==> config.mk <==
export PLATFORM = sky130hd
export DESIGN_NAME = lcc_logic_cell
export DESIGN_NICKNAME = d
export VERILOG_FILES = /design/src/include/lcc_pkg.sv /design/src/hdl/lcc_lut4.sv /design/src/hdl/lcc_ctrl_sel.sv /design/src/hdl/lcc_logic_cell.sv
export SDC_FILE = /design/constraint.sdc
export NUM_CORES = 1
export LEC_CHECK = 0
export BUFFER_PORTS_ARGS = -buffer_cell sky130_fd_sc_hd__buf_2
export CORE_MARGIN = 10
export CORE_UTILIZATION = 36
export CTS_BUF_LIST = sky130_fd_sc_hd__clkbuf_4 sky130_fd_sc_hd__clkbuf_8
export DETAILED_ROUTE_END_ITERATION = 6
export PLACE_DENSITY = 0.71
export SETUP_SLACK_MARGIN = 0.3
export SYNTH_ARGS = -nofsm -noshare
export SYNTH_HDL_FRONTEND = slang
export SYNTH_SLANG_ARGS = --single-unit
==> constraint.sdc <==
create_clock -name ref_clk -period 3.14 [get_ports ref_clk]
set_clock_uncertainty 0.15 [all_clocks]
set_input_delay 0.157 -clock ref_clk [delete_from_list [all_inputs] [get_ports ref_clk]]
set_output_delay 0.157 -clock ref_clk [all_outputs]
set_load 0.05 [all_outputs]
==> src/include/lcc_pkg.sv <==
// shared constants and types for the programmable logic cell
package lcc_pkg;
    // operating modes
    typedef enum logic [1:0] {
        MODE_NORMAL,
        MODE_ARITH,
        MODE_UPDOWN,
        MODE_CLRCNT
    } lcc_mode_type;
    // storage element personalities
    typedef enum logic [1:0] {
        FF_D,
        FF_T,
        FF_JK,
        FF_SR
    } lcc_ff_type;
    // output source select
    typedef enum logic [1:0] {
        OUT_LUT,
        OUT_REG,
        OUT_CASCADE
    } lcc_outsel_type;
    // clear/preset personalities
    typedef enum logic [2:0] {
        CP_CLEAR,
        CP_PRESET,
        CP_CLEAR_PRESET,
        CP_LOAD_CLEAR,
        CP_LOAD_PRESET,
        CP_LOAD_ONLY
    } lcc_cpmode_type;
    // control source select (global, pin, internal logic)
    typedef enum logic [1:0] {
        SRC_GLOBAL,
        SRC_PIN,
        SRC_LOGIC
    } lcc_src_type;
    localparam int LUT_INPUTS = 4;
    localparam int LUT_SIZE = 16;
    localparam int CELLS_PER_CLUSTER = 8;
    localparam int INPUTS_PER_CASCADE_CELL = 4;
    localparam logic [15:0] LUT_RESET = 16'h0000;
    localparam logic REG_RESET = 1'b0;
    localparam logic [15:0] ARITH_SUM_DEFAULT = 16'h9696;
    localparam logic [15:0] ARITH_CARRY_DEFAULT = 16'he8e8;
    // chains stop at the ram block in mid row
    localparam int RAM_SPLIT_CLUSTER = 18;
    // next cluster along a long chain keeps the same parity
    // a hop over the ram block ends the chain, -1 means start a new one
    function automatic int lcc_next_cluster(input int cluster);
        if (cluster <= RAM_SPLIT_CLUSTER && cluster + 2 > RAM_SPLIT_CLUSTER) begin
            return -1;
        end else begin
            return cluster + 2;
        end
    endfunction : lcc_next_cluster
endpackage : lcc_pkg

==> src/hdl/lcc_lut4.sv <==
// four-input lookup table, splittable into two three-input tables
`timescale 1ns/1ns
module lcc_lut4
    import lcc_pkg::*;
(
    // table contents
    input wire logic [15:0] table4,
    input wire logic split,
    // selects
    input wire logic [3:0] sel,
    // results
    output logic full,
    output logic lowHalf,
    output logic highHalf
);
    always_comb begin
        full = table4[sel];
        // split mode: lower eight entries make the sum, upper eight the carry
        lowHalf = table4[{1'b0, sel[2:0]}];
        highHalf = split ? table4[{1'b1, sel[2:0]}] : table4[sel];
    end
endmodule : lcc_lut4

==> src/hdl/lcc_ctrl_sel.sv <==
// picks global, pin or internal source for one flip-flop control
`timescale 1ns/1ns
module lcc_ctrl_sel
    import lcc_pkg::*;
(
    // selection
    input wire lcc_src_type src,
    input wire logic invert,
    // candidates
    input wire logic fromGlobal,
    input wire logic fromPin,
    input wire logic fromLogic,
    // chosen control
    output logic ctrl
);
    logic pick;
    always_comb begin
        case (src)
            SRC_GLOBAL: pick = fromGlobal;
            SRC_PIN: pick = fromPin;
            SRC_LOGIC: pick = fromLogic;
            default: pick = 1'b0;
        endcase
        ctrl = pick ^ invert;
    end
endmodule : lcc_ctrl_sel

==> src/hdl/lcc_logic_cell.sv <==
// programmable logic cell: lookup table, flip-flop, carry and cascade chains
`timescale 1ns/1ns
// Functional notes
// - four-input table makes any function
// - storage acts as D, T, JK, SR
// - combinational use bypasses the flip-flop
// - local and global outputs selected independently
// - table and flip-flop drive different outputs
// - carry-in feeds table and carry chain
// - long carry chain links same-parity clusters
// - carry chain stops at mid-row ram
// - n-bit adder uses n plus one cells
// - adder sum bypassed or registered accumulator
// - cascade joins tables by AND or OR
// - each cascade cell adds four inputs
// - long cascade same parity, breaks mid-row
// - four modes: normal, arithmetic, two counters
// - seven logic inputs routed per mode
// - clock, clear, preset are separate inputs
// - synchronous clock enable from first data input
// - controls from global, pin or logic
// - arithmetic splits table into two halves
// - chip-wide reset overrides all controls
module lcc_logic_cell
    import lcc_pkg::*;
(
    // clock and reset
    input wire logic ref_clk,
    input wire logic srst,
    // configuration
    input wire lcc_mode_type mode,
    input wire lcc_ff_type ffKind,
    input wire lcc_cpmode_type cpMode,
    input wire logic [15:0] lutTable,
    input wire lcc_outsel_type localSel,
    input wire lcc_outsel_type globalSel,
    input wire logic useCarryIn,
    input wire logic useCascade,
    input wire logic cascadeOr,
    input wire logic packedReg,
    input wire logic enableFromData,
    input wire logic chipResetEnable,
    // control source selection
    input wire lcc_src_type clearSrc,
    input wire lcc_src_type presetSrc,
    input wire lcc_src_type enableSrc,
    input wire logic clearInvert,
    input wire logic presetInvert,
    // control candidates, from pins or other domains
    input wire logic globalClear,
    input wire logic globalPreset,
    input wire logic globalEnable,
    input wire logic pinClear,
    input wire logic pinPreset,
    input wire logic pinEnable,
    input wire logic logicClear,
    input wire logic logicPreset,
    input wire logic logicEnable,
    input wire logic chipReset,
    // data inputs
    input wire logic firstDataInput,
    input wire logic secondDataInput,
    input wire logic thirdDataInput,
    input wire logic fourthDataInput,
    // chains in
    input wire logic carryIn,
    input wire logic cascadeIn,
    // outputs
    output logic localOut,
    output logic globalOut,
    output logic carryOut,
    output logic cascadeOut,
    output logic regState
);
    // pin-facing controls pass two flops before use
    logic [2:0] pinMeta;
    logic [2:0] pinSync;
    logic [2:0] next_pinMeta;
    logic [2:0] next_pinSync;
    logic chipMeta;
    logic chipSync;
    logic next_chipMeta;
    logic next_chipSync;

    always_comb begin
        next_pinMeta = {pinEnable, pinPreset, pinClear};
        next_pinSync = pinMeta;
        next_chipMeta = chipReset;
        next_chipSync = chipMeta;
    end

    always_ff @(posedge ref_clk) begin
        if (srst) begin
            pinMeta <= 3'h0;
            pinSync <= 3'h0;
            chipMeta <= 1'b0;
            chipSync <= 1'b0;
        end else begin
            pinMeta <= next_pinMeta;
            pinSync <= next_pinSync;
            chipMeta <= next_chipMeta;
            chipSync <= next_chipSync;
        end
    end

    // control selection, separate from the seven logic inputs
    logic clearCtrl;
    logic presetCtrl;
    logic enableCtrl;

    lcc_ctrl_sel clearPick (
        .src(clearSrc),
        .invert(clearInvert),
        .fromGlobal(globalClear),
        .fromPin(pinSync[0]),
        .fromLogic(logicClear),
        .ctrl(clearCtrl)
    );

    lcc_ctrl_sel presetPick (
        .src(presetSrc),
        .invert(presetInvert),
        .fromGlobal(globalPreset),
        .fromPin(pinSync[1]),
        .fromLogic(logicPreset),
        .ctrl(presetCtrl)
    );

    lcc_ctrl_sel enablePick (
        .src(enableSrc),
        .invert(1'b0),
        .fromGlobal(globalEnable),
        .fromPin(pinSync[2]),
        .fromLogic(logicEnable),
        .ctrl(enableCtrl)
    );

    // table input routing per mode
    logic [3:0] lutSel;
    logic lutFull;
    logic lutLow;
    logic lutHigh;
    logic splitTable;
    logic regQ;

    always_comb begin
        splitTable = (mode != MODE_NORMAL);
        case (mode)
            MODE_NORMAL: begin
                // carry-in may stand in for the third data input
                lutSel = {fourthDataInput, useCarryIn ? carryIn : thirdDataInput,
                          secondDataInput, firstDataInput};
            end
            MODE_ARITH: begin
                lutSel = {1'b0, carryIn, secondDataInput, firstDataInput};
            end
            MODE_UPDOWN: begin
                // register feedback, direction and carry drive the counter table
                lutSel = {1'b0, carryIn, secondDataInput, regQ};
            end
            MODE_CLRCNT: begin
                lutSel = {1'b0, carryIn, 1'b1, regQ};
            end
            default: begin
                lutSel = 4'h0;
            end
        endcase
    end

    lcc_lut4 table0 (
        .table4(lutTable),
        .split(splitTable),
        .sel(lutSel),
        .full(lutFull),
        .lowHalf(lutLow),
        .highHalf(lutHigh)
    );

    // function result, carry and cascade
    logic lutResult;
    logic cascadeResult;
    logic next_carryOut;
    logic next_cascadeOut;

    always_comb begin
        lutResult = splitTable ? lutLow : lutFull;
        // the carry leaves from the upper table half only in split modes
        next_carryOut = splitTable ? lutHigh : carryIn;
        // or form via de morgan: invert both sides, and, invert back
        if (!useCascade || (packedReg && mode == MODE_NORMAL) || mode == MODE_CLRCNT) begin
            cascadeResult = lutResult;
        end else if (cascadeOr) begin
            cascadeResult = ~(~lutResult & ~cascadeIn);
        end else begin
            cascadeResult = lutResult & cascadeIn;
        end
        next_cascadeOut = cascadeResult;
    end

    // flip-flop next value
    logic dataIn;
    logic syncClear;
    logic enable;
    logic loadValue;
    logic next_regQ;

    always_comb begin
        // packed register takes the fourth input directly
        dataIn = (packedReg && mode == MODE_NORMAL) ? fourthDataInput : cascadeResult;
        syncClear = (mode == MODE_CLRCNT) && !cascadeIn;
        // first data input gates updates on clock edges
        enable = enableFromData ? firstDataInput : enableCtrl;
        loadValue = thirdDataInput;
        next_regQ = regQ;
        if (enable) begin
            if (mode == MODE_UPDOWN || mode == MODE_CLRCNT) begin
                // synchronous load through the two-to-one mux
                next_regQ = fourthDataInput ? loadValue : lutResult;
                if (syncClear) begin
                    next_regQ = 1'b0;
                end
            end else begin
                case (ffKind)
                    FF_D: next_regQ = dataIn;
                    FF_T: next_regQ = dataIn ? ~regQ : regQ;
                    FF_JK: next_regQ = (dataIn & ~regQ) | (~secondDataInput & regQ);
                    FF_SR: next_regQ = dataIn ? 1'b1 : (secondDataInput ? 1'b0 : regQ);
                    default: next_regQ = regQ;
                endcase
            end
        end
        // clear and preset act whatever the enable says
        case (cpMode)
            CP_CLEAR: begin
                if (clearCtrl) next_regQ = 1'b0;
            end
            CP_PRESET: begin
                if (presetCtrl) next_regQ = 1'b1;
            end
            CP_CLEAR_PRESET: begin
                if (clearCtrl) next_regQ = 1'b0;
                else if (presetCtrl) next_regQ = 1'b1;
            end
            CP_LOAD_CLEAR: begin
                if (clearCtrl) next_regQ = 1'b0;
                else if (presetCtrl) next_regQ = thirdDataInput;
            end
            CP_LOAD_PRESET: begin
                if (clearCtrl) next_regQ = 1'b1;
                else if (presetCtrl) next_regQ = thirdDataInput;
            end
            CP_LOAD_ONLY: begin
                if (presetCtrl) next_regQ = thirdDataInput;
            end
            default: begin
                next_regQ = next_regQ;
            end
        endcase
        // chip-wide reset beats every other control
        if (chipResetEnable && chipSync) begin
            next_regQ = REG_RESET;
        end
    end

    // output source selection
    logic next_localOut;
    logic next_globalOut;

    function automatic logic pick_out(input lcc_outsel_type sel, input logic lutVal,
                                      input logic regVal, input logic casVal);
        case (sel)
            OUT_LUT: return lutVal;
            OUT_REG: return regVal;
            OUT_CASCADE: return casVal;
            default: return lutVal;
        endcase
    endfunction : pick_out

    always_comb begin
        // bypass sends the table straight out; sum or accumulator
        next_localOut = pick_out(localSel, lutResult, next_regQ, cascadeResult);
        next_globalOut = pick_out(globalSel, lutResult, next_regQ, cascadeResult);
    end

    // outputs come from flops, so a bypass path adds one cycle of latency
    always_ff @(posedge ref_clk) begin
        if (srst) begin
            regQ <= REG_RESET;
            localOut <= 1'b0;
            globalOut <= 1'b0;
            carryOut <= 1'b0;
            cascadeOut <= 1'b0;
            regState <= REG_RESET;
        end else begin
            regQ <= next_regQ;
            localOut <= next_localOut;
            globalOut <= next_globalOut;
            carryOut <= next_carryOut;
            cascadeOut <= next_cascadeOut;
            regState <= next_regQ;
        end
    end
    // chain linking across clusters is placement, see lcc_next_cluster
endmodule : lcc_logic_cell

==> results of run 1 <==
## metal layers
metal / vias to the layer above / part of all wire
met5: - / 0
met4: 0 / 0.010
met3: 4 / 0.088
met2: 49 / 0.46
met1: 629 / 0.44
li1: 748 / -
## critical path: stages (launching register included)
cell	delay [ns]
dfxtp_4	0.41
nand2_2	0.12
nor2_1	0.22
o32ai_2	0.14
a2111oi_2	0.41
nor2_2	0.10
a22oi_1	0.28
o31ai_2	0.12
mux2i_1	0.24
a2111oi_4	0.07
o41ai_1	0.35
## cells in the mapped netlist, drive strengths merged, types with 2 or more instances
cell type	instances	area (sq um)
o41ai	2	17.5
nor2b	12	77.6
nand3b	7	52.6
nor3	5	25.0
o221ai	2	17.5
a22oi	3	32.5
ha	4	50.1
o31ai	2	20.0
nor4b	2	17.5
a21oi	13	65.1
buf	3	26.3
dfxtp	13	260
mux2i	5	50.1
a221oi	2	17.5
o21ai	9	45.0
nor2	13	51.3
nand2	10	40.0
o22ai	2	12.5
clkbuf	3	16.3
a2111oi	4	53.8
inv	14	52.6
o32ai	2	17.5
nor3b	2	15.0
a31oi	3	18.8
or2	2	12.5
nand2b	9	58.8
## kinds of logic (layout without fill, tap and decap cells)
group,count (synthesis),after routing
fa+ha+maj,4,4
buf+inv,20,86
xor+xnor,2,2
compound gates,54,54
mux,5,5
flops,13,13
simple gates,68,68
## worst min-delay path by stage
stage	startpoint	end	slack, ns
floorplan	srst	cascadeOut	0.11
global placement	pinPreset	next_pinSync[1]	0.22
detailed placement	chipReset	chipMeta	0.22
CTS	srst	pinSync[1]	0.05
global route	srst	chipSync	0.07
finish	srst	pinSync[0]	0.06
## flip-flops by register name, indices dropped and copies added, names as in the netlist
signal / count
next_pinSync: 3
chipSync: 1
regQ: 1
localOut: 1
cascadeOut: 1
pinSync: 3
chipMeta: 1
globalOut: 1
carryOut: 1
## cell type report
type                       count  area share
multi-input combinational    133       0.559
timing repair buffer          68       0.209
sequential                    13       0.152
tap                           46      0.0331
inverter                      14      0.0302
clock buffer                   4      0.0173
## power groups by stage
stage | combinational, uW | clock (uW) | sequential (uW)
after floorplan | 126 | 0 | 215
after global placement | 220 | 0 | 190
after detailed placement | 223 | 0 | 190
after CTS | 238 | 122 | 187
after global routing | 270 | 126 | 190
final | 246 | 117 | 187
## per-stage QoR
step,hold slack [ns],std cells,worst slack (ns),utilization,power [uW]
after floorplan,0.112,166,0.330,-,341
after global placement,0.216,269,0.363,0.476,410
after detailed placement,0.222,269,0.236,0.476,413
after CTS,0.0512,278,0.310,0.506,547
after global routing,0.0703,278,0.293,0.517,585
final,0.0629,278,0.412,0.517,550
## repair_timing
action,in CTS,in global routing
gates cloned,0,0
hold buffers,4,0
setup endpoints to repair,3,3
resized for setup,4,7
setup buffers,1,0
endpoints found under the hold margin,4,0
pin swaps,1,1
==> flow_metrics.py, run 1 <==
metrics = {
    "clock_network": {
        "clockRootBuffer": "clkbuf_4",
        "clock_sink_count": 13,
        "clockBufferDepth": 2,
        "numCtsBuffers": 3,
        "htreeDepth": 1,
        "cts_tree": "built",
        "insertion_delay_ns": 0.28,
        "clkTransAtPathRegs_ns": 0.08,
    },
    "pwr": {
        "p_seq_frac": 0.340,
        "powerDensity_nw_per_um2": 317,
        "p_leak_uw": 0.000784,
        "p_sw_uw": 208,
        "comb_power_share": 0.448,
        "p_int_uw": 342,
        "switching_share": 0.378,
        "ir_drop_mv": 0.200,
        "pwr-share-clk": 0.212,
    },
    "grt": {
        "grt_antenna_before_repair": 0,
        "grt_pass1_wl_um": 6410,
        "grtUsageMet2": 0.198,
        "grt_pass1_vias": 1457,
        "overflow": 0,
        "met3_usage": 0.0383,
        "busiest_layer": "met2",
        "grt_use_met1": 0.143,
        "grt_usage": 0.120,
        "grt_max_degree": 14,
    },
    "die": {
        "rows": 21,
        "die_h_um": 79.4,
        "die_area_sq_um": 6300,
        "die_x_um": 79.4,
        "start_util": 0.377,
        "ios": 64,
        "core_area_sq_um": 3360,
    },
    "synthesis": {
        "synth_seq_cells": 13,
        "synth_cell_types": 56,
        "synth_top_family_by_area": "compound AO/OA/AOI/OAI gates",
        "synth_compound_area_frac": 0.320,
        "async_reset_ff_frac": 0,
        "synth_edf_count": 0,
        "synth.area.mux_share": 0.0394,
        "synth_adder_area_share": 0.0394,
        "netlist_area_sq_um": 1270,
        "seq_area_frac_synth": 0.205,
        "syn_nets": 229,
        "synth_xor_area_frac": 0.0138,
        "ys_warn_count": 0,
        "postSynthAreaPerCell_sq_um": 7.64,
        "synth_cells": 166,
        "ys.flop_type": "dfxtp_1",
        "synthSimpleGateAreaFrac": 0.308,
    },
    "worst_hold_path": {
        "hp-class": "in -> reg",
        "whs_path_depth": 2,
    },
    "route": {
        "num_vias": 1430,
        "first_pass_iters": 4,
        "routed_wl_um": 4010,
        "dr.first_iter.drc_count": 53,
        "wl_per_cell_um": 14.4,
        "ant_nets": 0,
        "drcViolationCount": 0,
        "via_per_inst": 5.14,
    },
    "final_layout": {
        "seq_area_sq_um": 264,
        "nets": 296,
        "insertedDiodeCount": 0,
        "multi_input_area_sq_um": 971,
        "drive_above_1_share": 0.375,
        "area_delta_synth_final_pct": 37.0,
        "final_cell_mix": "buf_2, inv_1, a21oi_1, nor2_1, dfxtp_1",
        "layout_commonest_cell": "buf_2",
        "fill_cells": 358,
        "finalInstanceArea_sq_um": 1740,
    },
    "sta": {
        "slew_headroom": 0.733,
        "finalSetupTns_ns": 0,
        "finalHoldViolCount": 0,
        "finalCritPeriodShare": 0.869,
        "rsz0062_at_grt": "false",
        "slew_violations": 0,
        "period_minus_slack_ns": 2.73,
        "tightest_slew_ns": 0.391,
        "setup_viol": 0,
        "fmax_mhz": 367,
    },
    "outcome": {
        "status": "finished, final reports clean",
    },
    "critical_path": {
        "r2r-end": "localOut",
        "arrival_ns": 2.75,
        "criticalPathCategory": "reg -> reg",
        "ff2ff_setup_slack_ns": 0.41,
        "crit_fanout": 10,
        "critPathLaunchType": "register",
        "endpoint": "localOut",
        "end_kind": "register",
        "cp.required_ns": 3.16,
        "crit_start": "regQ",
        "reg2regPathDepth": 10,
        "r2r_start": "regQ",
    },
    "placed_design": {
        "dp_hpwl_um": 3250,
        "place_congestion": 0.880,
        "place.port_buffers": 63,
        "post_dp_cell_area_sq_um": 1600,
    },
    "flow_run": {
        "max-cap-violations": 0,
    },
}
No activity file was read; power rests on OpenSTA's default activity.
==> run 2: changes to the inputs <==
CORE_ASPECT_RATIO = 0.8   (was unset)
PLACE_DENSITY = 0.66   (was 0.71)
RECOVER_POWER = 100   (was unset)
==> run 2 against run 1 <==
Effect of this change: sequential share of layout area fell by 0.28 points; final area rose by 1.9%; highest routed layer is now met3; cell count down 1.4%; critical path depth did not move; register-to-register slack got worse by 0.09 ns.
==> flow_metrics.py, run 2 (same netlist as run 1, synthesis figures left out) <==
metrics = {
    "final_layout": {
        "fill_cells": 354,
        "insertedDiodeCount": 0,
        "layout_commonest_cell": "buf_2",
        "multi_input_area_sq_um": 998,
        "final_cell_mix": "buf_2, inv_1, a21oi_1, dfxtp_1",
        "nets": 296,
        "seq_area_sq_um": 264,
        "area_delta_synth_final_pct": 39.5,
        "drive_above_1_share": 0.366,
    },
    "route": {
        "dr.first_iter.drc_count": 62,
        "routed_wl_um": 3880,
        "drcViolationCount": 0,
        "num_vias": 1453,
        "ant_nets": 0,
        "wl_per_cell_um": 14.1,
        "via_per_inst": 5.30,
        "first_pass_iters": 4,
    },
    "sta": {
        "slew_violations": 0,
        "timing.final.ws_setup_ns": 0.326,
        "tightest_slew_ns": 0.639,
        "setup_viol": 0,
        "finalSetupTns_ns": 0,
        "finalHoldViolCount": 0,
        "rsz0062_at_grt": "false",
        "finalCritPeriodShare": 0.896,
        "fmax_mhz": 355,
        "slew_headroom": 0.576,
        "period_minus_slack_ns": 2.81,
    },
    "grt": {
        "overflow": 0,
        "grt_usage": 0.114,
        "grt_pass1_vias": 1430,
        "grt_pass1_wl_um": 6110,
        "grt_antenna_before_repair": 0,
        "grt_max_degree": 14,
    },
    "die": {
        "core_area_sq_um": 3420,
        "rows": 19,
        "ios": 64,
        "start_util": 0.371,
        "die_area_sq_um": 6310,
        "die_x_um": 86.4,
        "die_h_um": 73.1,
    },
    "critical_path": {
        "critPathLaunchType": "register",
        "crit_fanout": 10,
        "arrival_ns": 2.79,
        "criticalPathCategory": "reg -> reg",
        "cp.required_ns": 3.11,
        "end_kind": "register",
    },
    "clock_network": {
        "cts_tree": "built",
        "clockRootBuffer": "clkbuf_8",
        "numCtsBuffers": 3,
        "clkTransAtPathRegs_ns": 0.06,
        "insertion_delay_ns": 0.24,
        "clock_sink_count": 13,
        "htreeDepth": 1,
        "clockBufferDepth": 2,
    },
    "pwr": {
        "ir_drop_mv": 0.251,
        "powerDensity_nw_per_um2": 332,
        "p_leak_uw": 0.000786,
    },
    "placed_design": {
        "place.port_buffers": 63,
        "place_congestion": 0.848,
        "pre_cts_slack_ns": 0.249,
        "dp_hpwl_um": 3150,
    },
    "outcome": {
        "status": "finished, final reports clean",
    },
    "flow_run": {
        "max-cap-violations": 0,
    },
    "worst_hold_path": {
        "hp-class": "in -> reg",
    },
}
[run 2: changes by cell type in the layout (fill, tap and decap cells not counted), moves of 2 or more]
cell	change
buf_2	-5
clkbuf_1	+5
clkbuf_4	-4
clkbuf_8	+3
o41ai_1	-2
o41ai_2	+2
[run 2: cell type report]
type	count	area share
Clock buffer	3	0.0233
Multi-Input combinational cell	133	0.564
Inverter	14	0.0297
Clock inverter	1	0.00283
Tap cell	42	0.0297
Timing Repair Buffer	68	0.201
Sequential cell	13	0.149
[run 2: what timing repair did]
item,CTS,global route
endpoints found under the hold margin,4,0
pin swaps,1,1
setup buffers,1,0
gates resized for setup,3,13
endpoints found under the setup margin,3,3
hold buffers,4,0
[run 2: per-layer routing]
| layer | vias to the layer above | global-route usage | part of all wire | wire length, um |
|---|---|---|---|---|
| met5 | - | 0 | 0 | 0 |
| li1 | 741 | - | - | - |
| met4 | 0 | 0.0108 | 0 | 0 |
| met3 | 0 | 0.0536 | 0.10 | 398 |
| met1 | 661 | 0.134 | 0.44 | 1700 |
| met2 | 51 | 0.190 | 0.46 | 1780 |
[run 2: path summary, 6_finish.rpt]
kind,end,slack (ns),from,depth (start not counted)
max,globalOut,0.33,regQ,10
min reg2reg,chipSync,0.29,chipMeta,1
max reg2reg,globalOut,0.33,regQ,10
min,next_pinSync[0],0.09,srst,2
[run 2: metrics by stage]
stage | power, uW | cells | area (sq um) | hold slack [ns] | util
2_1_floorplan | 341 | 166 | 1270 | 0.112 | -
6_report | 587 | 274 | 1770 | 0.0913 | 0.517
4_1_cts | 577 | 274 | 1710 | 0.0963 | 0.501
5_1_grt | 624 | 274 | 1770 | 0.105 | 0.517
3_3_place_gp | 411 | 265 | 1600 | 0.221 | 0.466
3_5_place_dp | 412 | 265 | 1600 | 0.223 | 0.466
[run 2: report_power, final]
part           switching [uW]  leakage [uW]  internal, uW
Sequential               9.08      0.000108           179
Combinational             143      0.000652           107
Clock                    61.3     0.0000255          87.6
Total                     214      0.000786           373
[run 2: worst max-delay path: stages, from the launching register on]
cell and delay, ns:
dfxtp_4 0.41, nand2_2 0.13, nor2_1 0.29, o32ai_2 0.14, a2111oi_2 0.41, nor2_2 0.11
a31oi_1 0.26, o31ai_2 0.10, buf_4 0.15, a2111oi_4 0.41, o41ai_2 0.13
